File: config.mk
export PLATFORM = sky130hd
export DESIGN_NAME = pls_port_lamps
export DESIGN_NICKNAME = d
export VERILOG_FILES = /design/src/shared/pls_pkg.sv /design/src/shared/pls_tick_if.sv /design/src/logic/pls_port_lamps.sv /design/src/logic/pls_blink_div.sv
export SDC_FILE = /design/constraint.sdc
export NUM_CORES = 1
export LEC_CHECK = 0
export ABC_CLOCK_PERIOD_IN_PS = 2800
export BUFFER_PORTS_ARGS = -buffer_cell sky130_fd_sc_hd__buf_2
export CAP_MARGIN = 10
export CELL_PAD_IN_SITES_DETAIL_PLACEMENT = 0
export CELL_PAD_IN_SITES_GLOBAL_PLACEMENT = 1
export CORE_MARGIN = 2
export CORE_UTILIZATION = 42
export CTS_CLUSTER_DIAMETER = 200
export CTS_CLUSTER_SIZE = 8
export DETAILED_ROUTE_END_ITERATION = 6
export HOLD_SLACK_MARGIN = 0.02
export PLACE_DENSITY_LB_ADDON = 0.1
export SYNTH_ARGS = -nofsm -noshare
export SYNTH_HDL_FRONTEND = slang
export SYNTH_SLANG_ARGS = --single-unit
File: constraint.sdc
create_clock -name ref_clk_in -period 2.8 [get_ports ref_clk_in]
set_input_delay 0.28 -clock ref_clk_in [delete_from_list [all_inputs] [get_ports ref_clk_in]]
set_output_delay 0.28 -clock ref_clk_in [all_outputs]
set_load 0.02 [all_outputs]
File: src/shared/pls_pkg.sv
// package: constants and types for the port lamp and boot cable check block
`default_nettype none
package pls_pkg;
    localparam int NUM_PORTS = 8;
    localparam int PORT_W = 3;
    localparam int CLK_HZ = 100_000_000;
    // blink half period in milliseconds
    localparam int BLINK_HALF_MS = 250;
    localparam int BLINK_HALF_CYC = (CLK_HZ / 1000) * BLINK_HALF_MS;
    // time each port is shown during the scan, in blink half periods
    localparam int SCAN_SLOT_TICKS = 4;
    // time the results stay shown, in blink half periods
    localparam int RESULT_TICKS = 12;
    // cycles spent in the restart state; the reset pulse into normal mode lasts one cycle less
    localparam int RESTART_CYC = 16;
    localparam logic [1:0] SPEED_10 = 2'h0;
    localparam logic [1:0] SPEED_100 = 2'h1;
    localparam logic [1:0] SPEED_1000 = 2'h2;
    typedef enum logic [2:0] {
        PLS_WAIT_TEST = 3'h0,
        PLS_SCAN = 3'h1,
        PLS_SHOW = 3'h3,
        PLS_RESTART = 3'h2,
        PLS_NORMAL = 3'h6
    } pls_state_type;
endpackage : pls_pkg
`default_nettype wire

File: src/shared/pls_tick_if.sv
// interface: slow blink tick between divider and main block
`default_nettype none
interface pls_tick_if;
    logic tick;
    logic phase;
    modport src (output tick, output phase);
    modport dst (input tick, input phase);
endinterface : pls_tick_if
`default_nettype wire

File: src/logic/pls_port_lamps.sv
// module: per-port two colour lamp control with boot cable diagnostic
`default_nettype none
// Function
// A port with a good link has its lamp lit steadily.
// A linked port with traffic has its lamp blink instead of staying lit.
// In normal mode a linked port at 10 or 100 Mb/s shows amber.
// In normal mode a linked port at 1000 Mb/s shows green.
// The cable diagnostic runs once after power-up and never again.
// A cable is faulty on an open or a short and good otherwise.
// During the scan each of the eight lamps blinks green in turn.
// Results show amber for a faulty cable and green for a good one.
// Results are shown only after all ports have been scanned.
// After the result phase a reset pulse is given, then normal mode.
// Blinks use a slow divided period and ports are scanned in ascending order.
module pls_port_lamps
    import pls_pkg::*;
#(
    parameter int N = NUM_PORTS,
    parameter int HALF_CYC = BLINK_HALF_CYC,
    parameter int SLOT_TICKS = SCAN_SLOT_TICKS,
    parameter int SHOW_TICKS = RESULT_TICKS
)(
    // clock and reset
    input wire logic ref_clk_in,
    input wire logic rst_in,
    // phy link status
    input wire logic [N-1:0] link_up_in,
    input wire logic [N-1:0] activity_in,
    input wire logic [2*N-1:0] speed_in,
    // phy cable test results
    input wire logic cable_done_in,
    input wire logic [N-1:0] cable_open_in,
    input wire logic [N-1:0] cable_short_in,
    // lamp drivers
    output logic [N-1:0] lamp_green_out,
    output logic [N-1:0] lamp_amber_out,
    // switch control
    output logic switch_reset_out,
    output logic normal_mode_out
);
    pls_tick_if tk ();

    pls_blink_div #(
        .HALF_CYC(HALF_CYC)
    ) u_div (
        .ref_clk_in(ref_clk_in),
        .rst_in(rst_in),
        .tk(tk)
    );

    pls_state_type state_q;
    pls_state_type state_d;
    logic [PORT_W-1:0] port_q;
    logic [PORT_W-1:0] port_d;
    logic [7:0] ticks_q;
    logic [7:0] ticks_d;
    logic [N-1:0] fault_q;
    logic [N-1:0] fault_d;
    logic [N-1:0] green_q;
    logic [N-1:0] green_d;
    logic [N-1:0] amber_q;
    logic [N-1:0] amber_d;
    logic rst_pulse_q;
    logic rst_pulse_d;
    logic normal_q;
    logic normal_d;

    // sequencer; only power-on reset returns to the wait state, so one run only
    always_comb
    begin
        state_d = state_q;
        port_d = port_q;
        ticks_d = ticks_q;
        fault_d = fault_q;
        rst_pulse_d = 1'b0;
        unique case (state_q)
            PLS_WAIT_TEST:
            begin
                if (cable_done_in)
                begin
                    fault_d = cable_open_in | cable_short_in;
                    state_d = PLS_SCAN;
                    port_d = '0;
                    ticks_d = '0;
                end
            end
            PLS_SCAN:
            begin
                if (tk.tick)
                begin
                    ticks_d = ticks_q + 8'h1;
                    if (ticks_q == 8'(SLOT_TICKS - 1))
                    begin
                        ticks_d = '0;
                        if (port_q == PORT_W'(N - 1))
                        begin
                            state_d = PLS_SHOW;
                        end
                        else
                        begin
                            port_d = port_q + PORT_W'(1);
                        end
                    end
                end
            end
            PLS_SHOW:
            begin
                if (tk.tick)
                begin
                    ticks_d = ticks_q + 8'h1;
                    if (ticks_q == 8'(SHOW_TICKS - 1))
                    begin
                        ticks_d = '0;
                        state_d = PLS_RESTART;
                    end
                end
            end
            PLS_RESTART:
            begin
                rst_pulse_d = 1'b1;
                ticks_d = ticks_q + 8'h1;
                if (ticks_q == 8'(RESTART_CYC - 1))
                begin
                    rst_pulse_d = 1'b0;
                    ticks_d = '0;
                    state_d = PLS_NORMAL;
                end
            end
            PLS_NORMAL:
            begin
                state_d = PLS_NORMAL;
            end
            default:
            begin
                state_d = PLS_WAIT_TEST;
            end
        endcase
        normal_d = (state_d == PLS_NORMAL);
    end

    always_ff @(posedge ref_clk_in or posedge rst_in)
    begin
        if (rst_in)
        begin
            state_q <= PLS_WAIT_TEST;
            port_q <= '0;
            ticks_q <= 8'h0;
            fault_q <= '0;
            rst_pulse_q <= 1'b0;
            normal_q <= 1'b0;
        end
        else
        begin
            state_q <= state_d;
            port_q <= port_d;
            ticks_q <= ticks_d;
            fault_q <= fault_d;
            rst_pulse_q <= rst_pulse_d;
            normal_q <= normal_d;
        end
    end

    // lamp colour per port
    genvar gi;
    generate
        for (gi = 0; gi < N; gi++)
        begin : g_lamp
            logic lit;
            logic gig;
            always_comb
            begin
                gig = (speed_in[2*gi +: 2] == SPEED_1000);
                // traffic blanks the lamp on one blink phase
                lit = link_up_in[gi] & ~(activity_in[gi] & tk.phase);
                green_d[gi] = 1'b0;
                amber_d[gi] = 1'b0;
                unique case (state_q)
                    PLS_SCAN:
                    begin
                        green_d[gi] = (port_q == PORT_W'(gi)) & tk.phase;
                    end
                    PLS_SHOW:
                    begin
                        amber_d[gi] = fault_q[gi];
                        green_d[gi] = ~fault_q[gi];
                    end
                    PLS_NORMAL:
                    begin
                        green_d[gi] = lit & gig;
                        amber_d[gi] = lit & ~gig;
                    end
                    default:
                    begin
                        green_d[gi] = 1'b0;
                        amber_d[gi] = 1'b0;
                    end
                endcase
            end
        end
    endgenerate

    always_ff @(posedge ref_clk_in or posedge rst_in)
    begin
        if (rst_in)
        begin
            green_q <= '0;
            amber_q <= '0;
        end
        else
        begin
            green_q <= green_d;
            amber_q <= amber_d;
        end
    end

    assign lamp_green_out = green_q;
    assign lamp_amber_out = amber_q;
    assign switch_reset_out = rst_pulse_q;
    assign normal_mode_out = normal_q;
endmodule : pls_port_lamps
`default_nettype wire

File: src/logic/pls_blink_div.sv
// module: clock divider producing the slow blink tick and phase
`default_nettype none
module pls_blink_div
    import pls_pkg::*;
#(
    parameter int HALF_CYC = BLINK_HALF_CYC
)(
    // clock and reset
    input wire logic ref_clk_in,
    input wire logic rst_in,
    // tick out
    pls_tick_if.src tk
);
    logic [31:0] cnt_q;
    logic [31:0] cnt_d;
    logic tick_q;
    logic tick_d;
    logic phase_q;
    logic phase_d;

    always_comb
    begin
        tick_d = 1'b0;
        phase_d = phase_q;
        cnt_d = cnt_q + 32'h1;
        if (cnt_q >= 32'(HALF_CYC - 1))
        begin
            cnt_d = 32'h0;
            tick_d = 1'b1;
            phase_d = ~phase_q;
        end
    end

    always_ff @(posedge ref_clk_in or posedge rst_in)
    begin
        if (rst_in)
        begin
            cnt_q <= 32'h0;
            tick_q <= 1'b0;
            phase_q <= 1'b0;
        end
        else
        begin
            cnt_q <= cnt_d;
            tick_q <= tick_d;
            phase_q <= phase_d;
        end
    end

    assign tk.tick = tick_q;
    assign tk.phase = phase_q;
endmodule : pls_blink_div
`default_nettype wire

==> impl_results.md, run 1 <==
* Num Clock Sinks at 74
* Clock Path Buffers at 2
* Number of buffers added on ports at 68
* R2r startpoint: u_div.cnt_q[0]$_DFF_PP0_
* Seq pwr share at 0.428
* Drt total wl at 8660 microns
* Outcome: finished, final reports clean
* Worst-skew pair later-pin latency at 0.36 ns
* CP Max Fanout at 9
* Setup crit end kind: flip-flop
* Avg WL per Cell at 15.1 microns
* GRT Util Overall at 0.188
* Max Clk Rate at 461 MHz
* Core area at 8640 sq um
* Primary FF master, synth: dfrtp_1
* Setup crit end: u_div.cnt_q[22]$_DFF_PP0_
* Worst-Margin Slew at 0.699 ns
* Sw power at 1.27 mW
* Antenna violations before repair at 0
* Setup TNS at 0 ns
* Worst VDD drop at 274 uV
* Int Power at 2.26 mW
* Clk slew on worst S/H paths at 0.08 ns
* Finish-stage setup viols at 0
* Hold crit path type: input port to flip-flop
* Gpl congestion at 0.807
* Largest net degree at the start of global routing at 57
* CP Launch Type: flip-flop
* Post-Syn Area per Cell at 9.58 sq um
* Kind of critical path: flip-flop to flip-flop
* #FFs+latches synth at 74
* Nets at 519
* Die width at 98.0 microns
* Slew headroom at 0.531
* Synth async-reset ratio at 1.00
* Fin crit period at 2.17 ns
* H-tree Lvls at 3
* Final clock skew at 0.0119 ns
* Power per cell area at 801 nW/um^2
* Grt total ovfl at 0
* Inserted Clock Buffers at 9
* Reg2Reg Depth at 5
* Synth unique cells at 50
* Final count of hold timing violations at 0
* Hpwl dp at 6130 microns
* Routed vias/inst at 5.44
* 1st-iter DRT viols at 95
* Sequential area share after synthesis at 0.499
* Logic gate share of total power at 0.298
* Area of the die at 9590 sq um
* Hold WS at 0.185 ns
* Max Slew Vio Count at 0
* Final period utilization at 0.774
* RR Endpoint: u_div.cnt_q[22]$_DFF_PP0_
* Post-Syn Area at 3710 sq um
* Drt pass-1 iters at 4
* Critical path arrival at 2.44 ns
* Synth warnings at 0
* Routed via count at 3118
* Leak at 1.89 nW
* Num ports at 69
* Overall power at 3.54 mW
* Post-route ant nets at 0
* Required @ worst endpoint at 3.07 ns
* Starting Density at 0.429
* Proportion of layout cells with a drive suffix above 1 at 0.217
* Max-Cap Viols at 0
* Row count at 34
* Switching share of power at 0.360
* Clk pwr share at 0.275
* Number of synthesized flops with an enable pin at 0
* Synthesized instance count at 387
* Area Overhead vs Synth at 19.2%
* R2R setup slack at 0.63 ns
* Vias in the first global route at 2958
* RSZ-0062 raised after global routing: no
* Die height at 98.0 microns
* Residual DRC at 0
* Number of antenna diodes at 0
* TritonCTS clock tree: done
* Global-route wire length before repair at 14500 microns
* Worst setup startpoint: u_div.cnt_q[0]$_DFF_PP0_
* Root Buffer: clkbuf_8
* Cts repair resizes at 0
-- worst min-delay path by stage --
stage               slack, ns                     endpoint  depth (start not counted)          start
floorplan                0.42         state_q[0]$_DFF_PP0_                          2  cable_done_in
detailed placement       0.30   switch_reset_out$_DFF_PP0_                          2         rst_in
CTS                      0.17  lamp_amber_out[1]$_DFF_PP0_                          3  link_up_in[1]
global placement         0.29   switch_reset_out$_DFF_PP0_                          2         rst_in
global route             0.19  lamp_amber_out[1]$_DFF_PP0_                          3  link_up_in[1]
finish                   0.18  lamp_amber_out[1]$_DFF_PP0_                          3  link_up_in[1]
-- timing repair --
item	in CTS	in global routing
setup buffers	0	0
hold buffers	1	0
endpoints found under the hold margin	18	0
-- cell usage after synthesis (7+ instances only) --
cell type	count	area, sq um
dfrtp_1	74	1850
nand2_1	40	150
or3_1	7	43.8
nand4_1	13	81.3
a21oi_1	11	55.1
inv_1	12	45.0
nand3_1	23	115
ha_1	8	100
a211oi_1	8	60.1
nand2b_1	7	43.8
nor3_1	23	115
xnor2_1	13	114
nor2_1	27	101
o21ai_0	22	110
nor2b_1	9	56.3
o211ai_1	7	52.6
clkbuf_1	13	48.8
-- routing by layer --
layer	vias to the layer above	wire length (microns)	GRT usage
met3	12	300	0.0394
li1	1552	-	-
met2	51	4250	0.308
met4	0	99	0.0609
met1	1503	4010	0.250
met5	-	0	0
-- state kept, by name (all words and copies together), names as in the netlist --
name and flops:
u_div.cnt_q 32, fault_q 8, lamp_amber_out 8, lamp_green_out 8, ticks_q 8, port_q 3
state_q 3, normal_mode_out 1, switch_reset_out 1, u_div.tk.phase 1, u_div.tk.tick 1
-- critical path, cell delays in order (launching register included) --
cell      delay, ns
dfrtp_1        0.39
ha_1           0.21
nand3_1        0.18
or3_1          0.55
or4_4          0.55
a211oi_2       0.21
-- power groups by stage --
| stage | clock network, mW | registers [mW] | logic [mW] |
|---|---|---|---|
| CTS | 0.999 | 1.51 | 1.07 |
| floorplan | 0 | 1.59 | 0.632 |
| finish | 0.972 | 1.51 | 1.05 |
| global placement | 0 | 1.53 | 1.04 |
| detailed placement | 0 | 1.53 | 1.06 |
| global route | 1.04 | 1.55 | 1.19 |
-- logic make-up (layout without fill, tap and decap cells) --
logic type / after synthesis / after routing / share of synthesized area
AND/OR/NAND/NOR: 178 / 178 / 0.250
AO/OA/AOI/OAI: 79 / 79 / 0.148
flip-flops: 74 / 74 / 0.499
buffers and inverters: 29 / 101 / 0.0314
XOR/XNOR: 15 / 15 / 0.0354
adder cells (fa/ha/maj): 8 / 8 / 0.0270
multiplexers: 3 / 3 / 0.00810
other: 1 / 7 / 0.00101
-- per-stage QoR --
step,setup WS [ns],utilization,area [sq um],std cells
4_1_cts,0.633,0.512,4420,573
3_3_place_gp,0.691,0.484,4180,556
2_1_floorplan,0.638,-,3730,393
5_1_grt,0.463,0.512,4420,573
6_report,0.632,0.512,4420,573
3_5_place_dp,0.655,0.484,4180,556
-- placed cells by master (no fill, tap or decap), types with 8 or more instances in the layout --
master / n
a211oi_1: 8
nand3_1: 23
nand4_1: 13
dfrtp_1: 74
nand2_1: 40
xnor2_1: 13
o21ai_0: 22
inv_1: 11
clkbuf_8: 10
ha_1: 8
nor2_1: 27
buf_2: 68
nor3_1: 23
a21oi_1: 11
nor2b_1: 9
-- final cells by class --
class                           count  area [sq um]
Sequential cell                    74          1850
Multi-Input combinational cell    290          1760
Clock inverter                      6          95.1
Fill cell                         832          4220
Inverter                           12          45.0
Clock buffer                       10           138
Timing Repair Buffer               73           393
Tap cell                          108           135
Power figures use the tool's default switching activity.
==> run 2: changes to the inputs <==
ABC_CLOCK_PERIOD_IN_PS = 2200   (was 2800)
clock period = 2.2 ns   (was 2.8 ns; I/O delays follow)
==> impl_results.md, run 2 (synthesis results as in run 1) <==
* Outcome: finished, final reports clean
* Clk slew on worst S/H paths at 0.08 ns
* Final count of hold timing violations at 0
* Hold WS at 0.126 ns
* Area of the die at 9590 sq um
* Row count at 34
* H-tree Lvls at 3
* Drt total wl at 8630 microns
* Setup WS pre-CTS at 0.184 ns
* Post-CTS Setup Inserts at 0
* Finish-stage setup viols at 0
* Core area at 8640 sq um
* Fillers at 834
* Number of flip-flops in the largest register at 32
* Most frequent cells in the layout: dfrtp_1, buf_2, nand2_1
* Max-Cap Viols at 0
* Proportion of layout cells with a drive suffix above 1 at 0.235
* TritonCTS clock tree: done
* Hpwl dp at 6270 microns
* CP Launch Type: flip-flop
* Setup TNS at 0 ns
* Final clock skew at 0.0133 ns
* Die width at 98.0 microns
* Fin crit period at 2.03 ns
* Placed insts at 568
* Global-route wire length before repair at 14400 microns
* Leak at 1.92 nW
* Gpl congestion at 0.832
* Inserted Clock Buffers at 9
* Routed via count at 3174
* Hold_buf cts at 1
* Area of the multi-input gates at 1760 sq um
* Power per cell area at 980 nW/um^2
* Starting Density at 0.429
* Storage element area at 1850 sq um
* Post-route ant nets at 0
* Setup WS post-layout at 0.171 ns
* Number of antenna diodes at 0
* Cts repair resizes at 0
* Commonest non-fill, non-tap cell in the layout: dfrtp_1
* Worst-Margin Slew at 0.556 ns
* GRT Util Overall at 0.189
* Number of buffers added on ports at 68
* Worst VDD drop at 328 uV
* Num ports at 69
* Required @ worst endpoint at 2.46 ns
* Grt total ovfl at 0
* RSZ-0062 raised after global routing: no
* Max Slew Vio Count at 0
* Nets at 531
* Largest net degree at the start of global routing at 55
* Critical path arrival at 2.29 ns
* Vias in the first global route at 3037
* Antenna violations before repair at 0
* Hold crit path type: input port to flip-flop
* Drt pass-1 iters at 4
* Residual DRC at 0
* Num Clock Sinks at 74
* Die height at 98.0 microns
* Worst-skew pair later-pin latency at 0.35 ns
* Kind of critical path: flip-flop to flip-flop
* 1st-iter DRT viols at 127
* Root Buffer: clkbuf_8
* Routed vias/inst at 5.43
* Avg WL per Cell at 14.7 microns
* Clock Path Buffers at 2
* Max Clk Rate at 493 MHz
* Reg with most FFs: u_div.cnt_q
* Setup crit end kind: flip-flop
* CP Max Fanout at 9
* Slew headroom at 0.624
* Final period utilization at 0.922
* Area Overhead vs Synth at 20.6%
* Cell Count, Final, Fillers Out at 585
-- run 2: per-stage QoR --
stage	power, mW	utilization	instance area [sq um]
3_5_place_dp	3.35	0.494	4270
2_1_floorplan	2.83	-	3730
6_report	4.38	0.518	4470
3_3_place_gp	3.34	0.494	4270
5_1_grt	4.68	0.518	4470
4_1_cts	4.43	0.518	4470
-- run 2: worst max-delay path, cell delays in order, from the launching register on --
cell and delay, ns:
dfrtp_1 0.39, ha_1 0.21, nand3_1 0.09, or3_1 0.49, or4_4 0.55, a211oi_2 0.21
-- run 2: power breakdown --
part / switching [mW] / internal [mW]
Combinational: 0.848 / 0.570
Sequential: 0.228 / 1.67
Clock: 0.538 / 0.526
-- run 2: worst paths after layout --
kind | slack [ns] | startpoint | end | depth (start not counted)
min in group asynchronous | 0.42 | rst_in | switch_reset_out$_DFF_PP0_ | 3
worst min register to register | 0.49 | u_div.cnt_q[0]$_DFF_PP0_ | u_div.cnt_q[0]$_DFF_PP0_ | 1
worst min-delay path | 0.13 | link_up_in[1] | lamp_amber_out[1]$_DFF_PP0_ | 3
worst max-delay path | 0.17 | u_div.cnt_q[0]$_DFF_PP0_ | u_div.cnt_q[22]$_DFF_PP0_ | 5
worst max register to register | 0.17 | u_div.cnt_q[0]$_DFF_PP0_ | u_div.cnt_q[22]$_DFF_PP0_ | 5
max in group asynchronous | 1.15 | rst_in | u_div.cnt_q[7]$_DFF_PP0_ | 4
-- run 2: cell type report --
class	instances	area share
Clock buffer	10	0.0285
Tap cell	108	0.0302
Timing Repair Buffer	85	0.108
Clock inverter	6	0.0151
Sequential cell	74	0.414
Multi-Input combinational cell	290	0.394
Inverter	12	0.0101
-- run 2: per-layer routing --
| layer | global-route usage | wire [microns] |
|---|---|---|
| met4 | 0.0855 | 202 |
| met2 | 0.309 | 4200 |
| met5 | 0 | 0 |
| met3 | 0.0279 | 220 |
| met1 | 0.248 | 4000 |
